==> src/rtl/fbi_params.svh <==
`ifndef FBI_PARAMS_SVH
`define FBI_PARAMS_SVH
// Summary of operation
// - Reads drive chip enables and output enable low, write enable and reset high.
// - Eight-word pages must be re-enabled by command after every reset.
// - Host writes read-array command before array reads following other operations; after a reset operation the code reads without it.
// - Set-configuration is two writes, 0060h then 0004h, value on A[15:0].
// - Host issues clear-status after set-configuration when eight-word pages used.
// - Config bit 13 selects eight-word pages; all other bits written zero. The code sends all 16 config register bits as written, unmasked.
// - Never assert output enable and write enable together; read wins.

// Register offsets
`define FBI_OFF_CTRL     8'h00
`define FBI_OFF_ADDR     8'h04
`define FBI_OFF_WDATA    8'h08
`define FBI_OFF_CFG      8'h0c
`define FBI_OFF_RDATA    8'h10
`define FBI_OFF_STAT     8'h14
// Field positions
`define FBI_CTRL_GO      0
`define FBI_CTRL_OP_LSB  1
`define FBI_CTRL_WIDE    3
`define FBI_CFG_PAGE8    13
// Reset values
`define FBI_CFG_RST      16'h0000
`define FBI_ADDR_RST     24'h000000
// Command words and chip enable patterns
`define FBI_CMD_RD_ARRAY 16'h00ff
`define FBI_CMD_CFG_SET  16'h0060
`define FBI_CMD_CFG_CONF 16'h0004
`define FBI_CMD_CLR_STAT 16'h0050
`define FBI_CE_ON        3'h0
`define FBI_CE_OFF       3'h7
// Timing in ns and derived cycle counts (least times, rounded up)
`define FBI_CLK_NS       50
`define FBI_INIT_ACC_NS  100
`define FBI_PAGE_ACC_NS  30
`define FBI_WR_SETUP_NS  50
`define FBI_WE_PULSE_NS  60
`define FBI_WR_HOLD_NS   50
`define FBI_RST_LOW_NS   25000
`define FBI_WAKE_NS      200
`define FBI_CYC(ns)      (((ns) + `FBI_CLK_NS - 1) / `FBI_CLK_NS)
`define FBI_SYNC_LAG     3
`define FBI_INIT_CYC     (`FBI_CYC(`FBI_INIT_ACC_NS) + `FBI_SYNC_LAG)
`define FBI_PAGE_CYC     (`FBI_CYC(`FBI_PAGE_ACC_NS) + `FBI_SYNC_LAG)
`define FBI_SETUP_CYC    `FBI_CYC(`FBI_WR_SETUP_NS)
`define FBI_WE_CYC       `FBI_CYC(`FBI_WE_PULSE_NS)
`define FBI_HOLD_CYC     `FBI_CYC(`FBI_WR_HOLD_NS)
`define FBI_RST_CYC      `FBI_CYC(`FBI_RST_LOW_NS)
`define FBI_WAKE_CYC     `FBI_CYC(`FBI_WAKE_NS)
`endif

==> src/rtl/fbi_pkg.sv <==
package fbi_pkg;
    // Operations started from the control register
    typedef enum logic [1:0] {
        OP_READ  = 2'h0,
        OP_WRITE = 2'h1,
        OP_CFG   = 2'h2,
        OP_RESET = 2'h3
    } fbi_op_t;

    // Pin sequencer states, Gray along the write path and from write hold into read wait
    typedef enum logic [2:0] {
        ST_IDLE    = 3'h0,
        ST_WSETUP  = 3'h1,
        ST_WPULSE  = 3'h3,
        ST_WHOLD   = 3'h2,
        ST_RWAIT   = 3'h6,
        ST_RLATCH  = 3'h7,
        ST_RSTLOW  = 3'h5,
        ST_RSTWAKE = 3'h4
    } fbi_state_t;

    // Flash pins driven by the controller
    typedef struct packed {
        logic        rpN;
        logic [2:0]  chipSel;
        logic        oeN;
        logic        weN;
        logic        wide;
        logic [23:0] addr;
        logic [15:0] dq;
        logic        dqOe;
    } fbi_pins_t;
endpackage

==> src/rtl/fbi_pin_sync.sv <==
`timescale 1ns/100ps
module fbi_pin_sync #(
    parameter int WIDTH = 16
) (
    // Clock and reset
    input  wire logic             clock,
    input  wire logic             rst,
    // Pin side and synchronised side
    input  wire logic [WIDTH-1:0] pinIn,
    output logic      [WIDTH-1:0] syncOut
);
    // ------------------------------------------------------------
    // Two flip-flops per bit
    // ------------------------------------------------------------
    logic [WIDTH-1:0] firstReg;

    genvar i;
    generate
        for (i = 0; i < WIDTH; i++) begin : g_bit
            always_ff @(posedge clock) begin
                if (rst) begin
                    firstReg[i] <= 1'b0;
                    syncOut[i]  <= 1'b0;
                end else begin
                    firstReg[i] <= pinIn[i];
                    syncOut[i]  <= firstReg[i];
                end
            end
        end
    endgenerate
endmodule // fbi_pin_sync

==> src/rtl/fbi_host_ctrl.sv <==
// Decided for this implementation: the register addresses and register access over AHB-Lite.
`timescale 1ns/100ps
`include "fbi_params.svh"
module fbi_host_ctrl import fbi_pkg::*; (
    // Clock and reset
    input  wire logic        clock,
    input  wire logic        rst,
    // AHB-Lite slave
    input  wire logic        hsel,
    input  wire logic [31:0] haddr,
    input  wire logic [1:0]  htrans,
    input  wire logic        hwrite,
    input  wire logic [2:0]  hsize,
    input  wire logic [31:0] hwdata,
    input  wire logic        hready,
    output logic             hreadyout,
    output logic             hresp,
    output logic      [31:0] hrdata,
    // Flash pins
    output fbi_pins_t        pinOut,
    input  wire logic [15:0] dqIn
);
    // ------------------------------------------------------------
    // Declarations
    // ------------------------------------------------------------
    fbi_state_t  stateReg, stateNext;
    fbi_op_t     opReg;
    logic [11:0] cntReg, cntNext;
    logic [1:0]  stepReg, stepNext;
    logic [23:0] addrReg, tagReg;
    logic [15:0] wdataReg, cfgReg, rdataReg, dqSync;
    logic        wideReg, page8Reg, needRaReg, pageOpenReg, doneReg;
    logic        wrEnReg, finish, latch;
    logic [7:0]  wrOffReg;
    logic [31:0] hrdataReg, rdMux;
    fbi_pins_t   pinReg;

    // ------------------------------------------------------------
    // Bus decode
    // ------------------------------------------------------------
    // Address phase accepted; slave never waits and always answers OKAY
    wire        addrPhase = hsel & hready & htrans[1];
    wire        busy      = (stateReg != ST_IDLE);
    wire        wrCtrl    = wrEnReg & (wrOffReg == `FBI_OFF_CTRL);
    wire        wrAddr    = wrEnReg & (wrOffReg == `FBI_OFF_ADDR);
    wire        wrData    = wrEnReg & (wrOffReg == `FBI_OFF_WDATA);
    wire        wrCfg     = wrEnReg & (wrOffReg == `FBI_OFF_CFG);
    wire        goPulse   = wrCtrl & hwdata[`FBI_CTRL_GO] & ~busy;
    wire [1:0]  goOp      = hwdata[`FBI_CTRL_OP_LSB +: 2];
    wire [31:0] statWord  = {28'h0000000, needRaReg, page8Reg, doneReg, busy};
    wire [31:0] ctrlWord  = {28'h0000000, wideReg, opReg, 1'b0};

    assign hreadyout = 1'b1;
    assign hresp     = 1'b0;
    assign hrdata    = hrdataReg;

    // Read multiplexer, unmapped offsets read zero
    always_comb begin
        case (haddr[7:0])
            `FBI_OFF_CTRL:  rdMux = ctrlWord;
            `FBI_OFF_ADDR:  rdMux = {8'h00, addrReg};
            `FBI_OFF_WDATA: rdMux = {16'h0000, wdataReg};
            `FBI_OFF_CFG:   rdMux = {16'h0000, cfgReg};
            `FBI_OFF_RDATA: rdMux = {16'h0000, rdataReg};
            `FBI_OFF_STAT:  rdMux = statWord;
            default:        rdMux = 32'h00000000;
        endcase
    end

    // Address phase capture and read data
    always_ff @(posedge clock) begin
        if (rst) begin
            wrEnReg   <= 1'b0;
            wrOffReg  <= 8'h00;
            hrdataReg <= 32'h00000000;
        end else begin
            wrEnReg  <= addrPhase & hwrite;
            wrOffReg <= haddr[7:0];
            if (addrPhase & ~hwrite) begin
                hrdataReg <= rdMux;
            end
        end
    end

    // Software registers, held steady while an operation runs
    always_ff @(posedge clock) begin
        if (rst) begin
            addrReg  <= `FBI_ADDR_RST;
            wdataReg <= 16'h0000;
            cfgReg   <= `FBI_CFG_RST;
        end else if (~busy) begin
            if (wrAddr) addrReg <= hwdata[23:0];
            if (wrData) wdataReg <= hwdata[15:0];
            if (wrCfg) cfgReg <= hwdata[15:0];
        end
    end

    // Operation and width select, taken from a control write while idle
    always_ff @(posedge clock) begin
        if (rst) begin
            opReg   <= OP_READ;
            wideReg <= 1'b1;
        end else if (wrCtrl & ~busy) begin
            opReg   <= fbi_op_t'(goOp);
            wideReg <= hwdata[`FBI_CTRL_WIDE];
        end
    end

    // ------------------------------------------------------------
    // Data pin synchroniser
    // ------------------------------------------------------------
    fbi_pin_sync #(
        .WIDTH   (16)
    ) u_sync (
        .clock   (clock),
        .rst     (rst),
        .pinIn   (dqIn),
        .syncOut (dqSync)
    );

    // ------------------------------------------------------------
    // Command words and page tracking
    // ------------------------------------------------------------
    // Set-configuration steps: setup, confirm, then clear status
    wire [15:0] cfgWord = (stepReg == 2'd0) ? `FBI_CMD_CFG_SET :
                          (stepReg == 2'd1) ? `FBI_CMD_CFG_CONF : `FBI_CMD_CLR_STAT;
    wire [15:0] cmdData = (opReg == OP_READ)  ? `FBI_CMD_RD_ARRAY :
                          (opReg == OP_WRITE) ? wdataReg : cfgWord;
    // Configuration value rides on A[15:0] for both cycles
    wire [23:0] cmdAddr = (opReg == OP_CFG) ? {8'h00, cfgReg} : addrReg;
    wire        lastStep = (opReg != OP_CFG) | (stepReg == 2'd2) |
                           ((stepReg == 2'd1) & ~cfgReg[`FBI_CFG_PAGE8]);
    // Same page when bits above the page are unchanged and CE held low
    wire        samePage = page8Reg ? (addrReg[23:4] == tagReg[23:4])
                                    : (addrReg[23:3] == tagReg[23:3]);
    wire        pageHit  = pageOpenReg & samePage;
    wire [11:0] rdWait   = pageHit ? 12'(`FBI_PAGE_CYC) : 12'(`FBI_INIT_CYC);

    // ------------------------------------------------------------
    // Sequencer next state
    // ------------------------------------------------------------
    always_comb begin
        stateNext = stateReg;
        cntNext   = (cntReg != 12'h000) ? cntReg - 12'h001 : cntReg;
        stepNext  = stepReg;
        finish    = 1'b0;
        latch     = 1'b0;
        case (stateReg)
            ST_IDLE: begin
                if (goPulse) begin
                    stepNext = 2'd0;
                    cntNext  = 12'(`FBI_SETUP_CYC);
                    stateNext = ST_WSETUP;
                    if (goOp == OP_RESET) begin
                        stateNext = ST_RSTLOW;
                        cntNext   = 12'(`FBI_RST_CYC);
                    end else if ((goOp == OP_READ) & ~needRaReg) begin
                        stateNext = ST_RWAIT;
                        cntNext   = rdWait;
                    end
                end
            end
            ST_WSETUP: begin
                if (cntReg == 12'h000) begin
                    stateNext = ST_WPULSE;
                    cntNext   = 12'(`FBI_WE_CYC);
                end
            end
            ST_WPULSE: begin
                if (cntReg == 12'h000) begin
                    stateNext = ST_WHOLD;
                    cntNext   = 12'(`FBI_HOLD_CYC);
                end
            end
            ST_WHOLD: begin
                if (cntReg == 12'h000) begin
                    if (opReg == OP_READ) begin
                        stateNext = ST_RWAIT;
                        cntNext   = 12'(`FBI_INIT_CYC);
                    end else if (lastStep) begin
                        stateNext = ST_IDLE;
                        finish    = 1'b1;
                    end else begin
                        stepNext  = stepReg + 2'd1;
                        stateNext = ST_WSETUP;
                        cntNext   = 12'(`FBI_SETUP_CYC);
                    end
                end
            end
            ST_RWAIT: begin
                if (cntReg == 12'h000) begin
                    stateNext = ST_RLATCH;
                end
            end
            ST_RLATCH: begin
                stateNext = ST_IDLE;
                finish    = 1'b1;
                latch     = 1'b1;
            end
            ST_RSTLOW: begin
                if (cntReg == 12'h000) begin
                    stateNext = ST_RSTWAKE;
                    cntNext   = 12'(`FBI_WAKE_CYC);
                end
            end
            ST_RSTWAKE: begin
                if (cntReg == 12'h000) begin
                    stateNext = ST_IDLE;
                    finish    = 1'b1;
                end
            end
            default: stateNext = ST_IDLE;
        endcase
    end

    // Sequencer registers
    always_ff @(posedge clock) begin
        if (rst) begin
            stateReg <= ST_IDLE;
            cntReg   <= 12'h000;
            stepReg  <= 2'd0;
        end else begin
            stateReg <= stateNext;
            cntReg   <= cntNext;
            stepReg  <= stepNext;
        end
    end

    // Completion flag, cleared by the next start
    always_ff @(posedge clock) begin
        if (rst) begin
            doneReg <= 1'b0;
        end else if (finish) begin
            doneReg <= 1'b1;
        end else if (goPulse) begin
            doneReg <= 1'b0;
        end
    end

    // Read mode tracking: array mode is only trusted after read-array or a device reset
    always_ff @(posedge clock) begin
        if (rst) begin
            needRaReg <= 1'b1;
        end else if ((stateReg == ST_WHOLD) & (stateNext == ST_RWAIT)) begin
            needRaReg <= 1'b0;
        end else if (finish & (opReg != OP_READ)) begin
            needRaReg <= (opReg != OP_RESET);
        end
    end

    // Page length mirror of the device configuration word
    always_ff @(posedge clock) begin
        if (rst) begin
            page8Reg <= 1'b0;
        end else if (stateReg == ST_RSTLOW) begin
            page8Reg <= 1'b0;
        end else if (finish & (opReg == OP_CFG)) begin
            page8Reg <= cfgReg[`FBI_CFG_PAGE8];
        end
    end

    // Open page and captured word; any write or deselect closes the page
    always_ff @(posedge clock) begin
        if (rst) begin
            pageOpenReg <= 1'b0;
            tagReg      <= 24'h000000;
            rdataReg    <= 16'h0000;
        end else if (latch) begin
            pageOpenReg <= 1'b1;
            tagReg      <= addrReg;
            rdataReg    <= wideReg ? dqSync : {8'h00, dqSync[7:0]};
        end else if ((stateReg == ST_WSETUP) | (stateReg == ST_RSTLOW)) begin
            pageOpenReg <= 1'b0;
        end
    end

    // ------------------------------------------------------------
    // Pin drive, registered from the current state
    // ------------------------------------------------------------
    wire inWrite = (stateReg == ST_WSETUP) | (stateReg == ST_WPULSE) | (stateReg == ST_WHOLD);
    wire inRead  = (stateReg == ST_RWAIT) | (stateReg == ST_RLATCH);
    wire ceOn    = inWrite | inRead | ((stateReg == ST_IDLE) & pageOpenReg);

    always_comb begin
        pinReg.rpN     = (stateReg != ST_RSTLOW);
        pinReg.chipSel = ceOn ? `FBI_CE_ON : `FBI_CE_OFF;
        pinReg.oeN     = ~inRead;
        pinReg.weN     = (stateReg != ST_WPULSE);
        pinReg.wide    = wideReg;
        pinReg.addr    = inWrite ? cmdAddr : addrReg;
        pinReg.dq      = cmdData;
        pinReg.dqOe    = inWrite;
    end

    always_ff @(posedge clock) begin
        if (rst) begin
            pinOut <= '{rpN: 1'b1, chipSel: `FBI_CE_OFF, oeN: 1'b1, weN: 1'b1,
                        wide: 1'b1, addr: 24'h000000, dq: 16'h0000, dqOe: 1'b0};
        end else begin
            pinOut <= pinReg;
        end
    end

    // ------------------------------------------------------------
    // Checks
    // ------------------------------------------------------------
    localparam int RstCycInt = `FBI_RST_CYC;
    logic [11:0] lowCntReg;

    // Counts cycles of reset pin low, saturating
    always_ff @(posedge clock) begin
        if (rst | pinOut.rpN) begin
            lowCntReg <= 12'h000;
        end else if (lowCntReg != 12'hfff) begin
            lowCntReg <= lowCntReg + 12'h001;
        end
    end
endmodule // fbi_host_ctrl

==> config.mk <==
export PLATFORM = sky130hd
export DESIGN_NAME = fbi_host_ctrl
export DESIGN_NICKNAME = d
export VERILOG_FILES = /design/src/rtl/fbi_pkg.sv /design/src/rtl/fbi_pin_sync.sv /design/src/rtl/fbi_host_ctrl.sv
export VERILOG_INCLUDE_DIRS = /design/src /design/src/rtl
export SDC_FILE = /design/constraint.sdc
export NUM_CORES = 1
export LEC_CHECK = 0
export CAP_MARGIN = 20
export CORE_ASPECT_RATIO = 0.6
export CORE_MARGIN = 4
export CORE_UTILIZATION = 46
export CTS_CLUSTER_DIAMETER = 150
export DETAILED_ROUTE_END_ITERATION = 10
export DONT_BUFFER_PORTS = 1
export PLACE_DENSITY = 0.61
export SLEW_MARGIN = 20
export SYNTH_ARGS = -nofsm -noshare
export SYNTH_HDL_FRONTEND = slang
export SYNTH_SLANG_ARGS = --single-unit
==> constraint.sdc <==
create_clock -name clock -period 6.3 [get_ports clock]
set_input_delay 1.575 -clock clock [delete_from_list [all_inputs] [get_ports clock]]
set_output_delay 1.575 -clock clock [all_outputs]
set_load 0.05 [all_outputs]
# Word-level counts from Yosys, hierarchy flattened
# Cells that the tools add are included.
word_totals:
  wordCells: 193
  input_bits: 90
  ff_bits: 241
op_classes:
  n_eq_ne: 31
  n_bitwise: 31
  muxes: 51
  reduce_logical: 20
  add_sub_neg: 2
ops:
  columns: ["operator", "n"]
  rows:
  - ["24-bit case mux with 6 select lines", 1]
  - ["12-bit 2-to-1 mux", 8]
  - ["12-bit case mux with 5 select lines", 1]
  - ["24-bit 2-to-1 mux", 2]
  - ["3-bit 2-to-1 mux", 12]
  - ["8-bit by 4-bit == test with 1-bit output (second input constant)", 4]
  - ["16-bit 2-to-1 mux", 2]
  - ["3-bit case mux with 8 select lines", 1]
  - ["21-bit == test", 1]
  - ["20-bit == test", 1]
  - ["1-bit AND", 18]
  - ["8-bit by 3-bit == test with 1-bit output (second input constant)", 2]
  - ["8-bit by 5-bit == test with 1-bit output (second input constant)", 2]
  - ["8-bit zero test", 2]
  - ["3-bit == test (second input constant)", 5]
  - ["1-bit 2-to-1 mux", 14]
  - ["7-bit 2-to-1 mux", 2]
  - ["12-bit zero test", 1]
  - ["2-bit != test (second input constant)", 6]
  - ["12-bit nonzero test", 1]
  - ["12-bit by 1-bit subtractor with 12-bit output (second input constant)", 1]
  - ["2-bit nonzero test", 5]
  - ["9-bit 2-to-1 mux", 1]
  - ["2-bit 2-to-1 mux", 4]
  - ["other kinds (18)", 38]

# Logic depth before layout (Yosys ltp)
depth:
  ltp_word: 10
  depth_mapped: 14
  mapped_depth_nobuf: 11

# By module
# Synthesis repeated with hierarchy kept, for this count alone.
hier_totals:
  cells_unflattened: 995
  hier_area_um2: 9110.0
by_module_without_submodules:
  columns: ["mod", "cells_per_inst", "instances", "area_each_um2", "seq_area_each_um2"]
  rows:
  - ["fbi_host_ctrl", 928, 1, 8246.7, 3923.8]
  - ["fbi_pin_sync", 67, 1, 863.3, 640.6]

# Worst setup path before layout
# OpenSTA, ideal clock, no wires.
synth_path:
  path_type: "input-to-reg"
  startpoint: "input haddr[0]"
  endpoint: "register hrdataReg[12], in the netlist hrdata[12]"
  path_slack_ps: 3025
  stages: 7
  arrival_time_ps: 3217
  cell_sequence: "or4_1 clkbuf_1 nor4_1 buf_2 a222oi_1 a21oi_1 a21o_1"
synth_via:
  elab_chain_cells: 2
  elab_cells_between_ends: 7
  classes_between: "eq/ne: 5; mux: 1; reduce/logical: 1"
synth_lines:
  columns: ["element", "line", "rtl"]
  rows:
  - ["from (decl)", "fbi_host_ctrl.sv:10", "input wire logic [31:0] haddr,"]
  - ["8-bit by 5-bit == test with 1-bit output (tied with other cells)", "fbi_host_ctrl.sv:59", "case (haddr[7:0])"]
  - ["24-bit case mux with 6 select lines (*)", "fbi_host_ctrl.sv:59", null]
  - ["to (signal assigned)", "fbi_host_ctrl.sv:80", "hrdataReg <= rdMux;"]
  - ["to (decl)", "fbi_host_ctrl.sv:35", "logic [31:0] hrdataReg, rdMux;"]
# Every way passes the cells marked *; elsewhere a longest branch is shown, timed or not.
# A chain may end at the register's enable or synchronous reset.

# Worst setup path in the final report
layout_path:
  startpoint: "input haddr[0]"
  endpoint: "register hrdataReg[14], in the netlist hrdata[14]"
# Same word-level chain as after synthesis.

==> results by group <==
Clocking
  – Clock Tree Buf Depth: 3
  – Clock-pin transition on the worst setup and hold timing paths: 0.06 ns
  – CTS hold repair buffers: 0
  – Clock Latency Late Sink: 0.52 ns
  – Setup Fix Bufs, Post-CTS: 0
  – CTS root buf: clkbuf_16
  – H-tree depth: 1
  – CTS Buf Count: 22
  – CTS tree: done
  – Post-cts sizing count: 0
  – CTS sink cnt: 228

Min path
  – Worst hold path class: reg -> reg

Global routing
  – Number of global-route vias before repair: 5873
  – Largest net degree at the start of global routing: 189
  – Initial antenna violation count: 0
  – First-pass GRT wire length: 34.9 mm
  – Overall routing resource usage: 20.2%
  – Global route overflow: 0

Place
  – Placer Congestion: 0.859
  – Post-place setup slack: 2.45 ns
  – DP HPWL: 16.0 mm
  – Post-placement cell count: 1168
  – I/O Buffers: 0

Pwr
  – Internal: 0.00250 W
  – IR drop worst, VDD: 0.167 mV
  – Leakage: 3.71 nW
  – Clock power share: 38.5%
  – Sw power: 0.000981 W
  – Sequential Power Share: 46.4%
  – Pwr/cell area: 356 nW/um2
  – Sw Ratio: 28.2%
  – Comb pwr share: 15.2%

Worst setup path
  – Flop-to-flop setup slack: 3.30 ns
  – CP startpoint kind: input pin
  – CP Capture Type: flip-flop
  – Crit path required time: 6.76 ns
  – CP Class: in -> reg
  – Worst Path Max Fanout: 12
  – Crit path DAT: 3.81 ns

Outcome
  – Status: finished, final reports clean

Synthesis
  – Ys async rst share: 0%
  – Sequential element share of the synthesized area: 50.7%
  – Yosys reg bits: 228
  – Cell area after technology mapping: 9000 um2
  – Most common flop cell mapped by yosys: dfxtp_1
  – Yosys Warn Count: 0
  – Average size of a mapped cell: 9.36 um2
  – EDFF count, synth: 0
  – Top-area cell type share of the netlist area: 50.7%
  – Number of unique standard cell types used by synthesis: 61
  – Largest cells by area after synthesis: dfxtp_1 (51%), mux2i_1 (9.2%), nand2_1 (4.4%)
  – Cells after Synth: 962
  – Post-synth top area cell: dfxtp_1

Floorplanning
  – Die height: 116 um
  – Full die area: 21900 um2
  – Chip width: 189 um
  – I/O pin cnt: 172
  – FP Rows: 39
  – Total core area: 19100 um2
  – Initial Util: 47.1%

Drt
  – Vias per cell: 5.42
  – DR WL/cell: 19.0 um
  – 1st-iter DRT viols: 630
  – Vias: 6518
  – Drt pass-1 iters: 6
  – DRC errors left: 0
  – WL final: 22.9 mm
  – Antenna Nets Post-Route: 0

Timing
  – Unrepaired setup endpoints after global routing: false
  – Setup violators final: 0
  – Fraction of the cycle the final worst path needs: 53.2%
  – Max Slew Vio Count: 0
  – Fmax: 299 MHz
  – Clock skew: 0.0214 ns
  – Worst slew pin tran: 1.09 ns
  – Final min period: 3.35 ns
  – Relative slew margins: 27.0%
  – Setup tns final: 0 ns
  – Worst Hold Slack: 0.427 ns
  – Final Hold Fails: 0
  – Fin worst setup slack: 2.95 ns

Flow run
  – Max Cap Viol: 0

Finish
  – Share of cells above drive strength 1: 5.55%
  – Post-Layout Cell Count: 1203
  – Number of diodes: 0
  – Layout area overhead: 8.76%
  – Final nets: 1024
[path summary, 6_finish.rpt]
check | startpoint | endpoint | cells past startpoint
min reg2reg | u_sync.syncOut[1] | rdataReg[1] | 2
min | u_sync.syncOut[1] | rdataReg[1] | 2
max reg2reg | cntReg[0] | page8Reg | 8
max | haddr[0] | hrdata[14] | 5
[logic make-up (layout without fill, tap and decap cells)]
| kind of cell | Yosys count | count (layout) | share of synthesized area, % |
|---|---|---|---|
| fa+ha+maj | 8 | 8 | 1.11 |
| other cells | 2 | 10 | 0.0834 |
| buf+inv | 90 | 57 | 5.09 |
| xor+xnor | 29 | 29 | 2.82 |
| compound gates | 163 | 163 | 11.5 |
| flops | 228 | 228 | 50.7 |
| simple gates | 358 | 358 | 19.2 |
| mux | 84 | 84 | 9.48 |
[layout make-up]
type	instances	area [um2]
clock inverters	7	133
inverters	16	60.1
well taps	266	333
fillers	1797	9340
flip-flops and latches	228	4560
clock buffers	28	593
repair buffers	6	45.0
multi-input cells	652	4060
[power by group through the flow]
stage               Combinational [W]  Clock, W  Sequential, W
floorplan                    0.000483         0        0.00160
global placement             0.000515         0        0.00164
detailed placement           0.000515         0        0.00164
CTS                          0.000521   0.00136        0.00161
global route                 0.000585   0.00143        0.00162
finish                       0.000529   0.00134        0.00161
[worst max-delay path, cell delays in order]
cell and delay [ns]:
or4_1 0.73, nor4b_2 0.88, a222oi_1 0.29, a21oi_1 0.22
a21o_1 0.11
[routing by layer]
metal	vias up	GRT usage (%)	wire length [um]
met3	28	6.96	2610
met2	263	25.4	8340
li1	3210	-	-
met5	-	0	0
met1	3017	32.4	11600
met4	0	4.03	345
[synthesized netlist by cell type (all sizes together), types with 13 or more instances]
| cell type | n |
|---|---|
| dfxtp | 228 |
| nor3 | 14 |
| a21o | 13 |
| nor2 | 102 |
| a21oi | 76 |
| nand3 | 28 |
| inv | 16 |
| clkbuf | 33 |
| mux2i | 83 |
| o21ai | 17 |
| buf | 41 |
| nand2 | 106 |
| nor2b | 44 |
| xnor2 | 20 |
[cells in the final DEF, fill, tap and decap left out, types with 3 or more instances in the layout]
master     count
xnor2_1       20
o21ai_0       17
bufinv_16      3
nor3b_1        4
nor2_1       101
and3_1         9
o21a_1         5
o22ai_1        4
inv_1         16
o2bb2ai_1      3
a22oi_1        3
or3_1          5
xor2_1         9
nor4_1         5
nor3_1        12
nand2_1      106
a21oi_1       76
ha_1           8
nand3_1       27
dfxtp_1      228
conb_1        10
a222oi_1      12
nor2b_1       44
clkbuf_1       4
buf_4          6
nand4_1        6
nand2b_1       6
a2111oi_0      3
clkbuf_16     22
a21o_1        13
a211oi_1       6
a31oi_1        4
mux2i_1       83
and2_1        10
[stage by stage]
stage	power [W]	cell area (um2)	util, %
5_1_grt	0.00363	9790	51.2
4_1_cts	0.00350	9780	51.1
6_report	0.00348	9790	51.2
3_3_place_gp	0.00216	9050	47.3
2_1_floorplan	0.00208	9030	-
3_5_place_dp	0.00216	9050	47.3
[sequential cells by signal, indices dropped and copies added, names as in the netlist, 8 cells and up]
name,count
u_sync.firstReg,16
cntReg,12
u_sync.syncOut,16
pinOut,46
addrReg,24
tagReg,21
wrOffReg,8
rdataReg,16
hrdata,24
wdataReg,16
cfgReg,16
No activity file was read; power rests on OpenSTA's default activity.
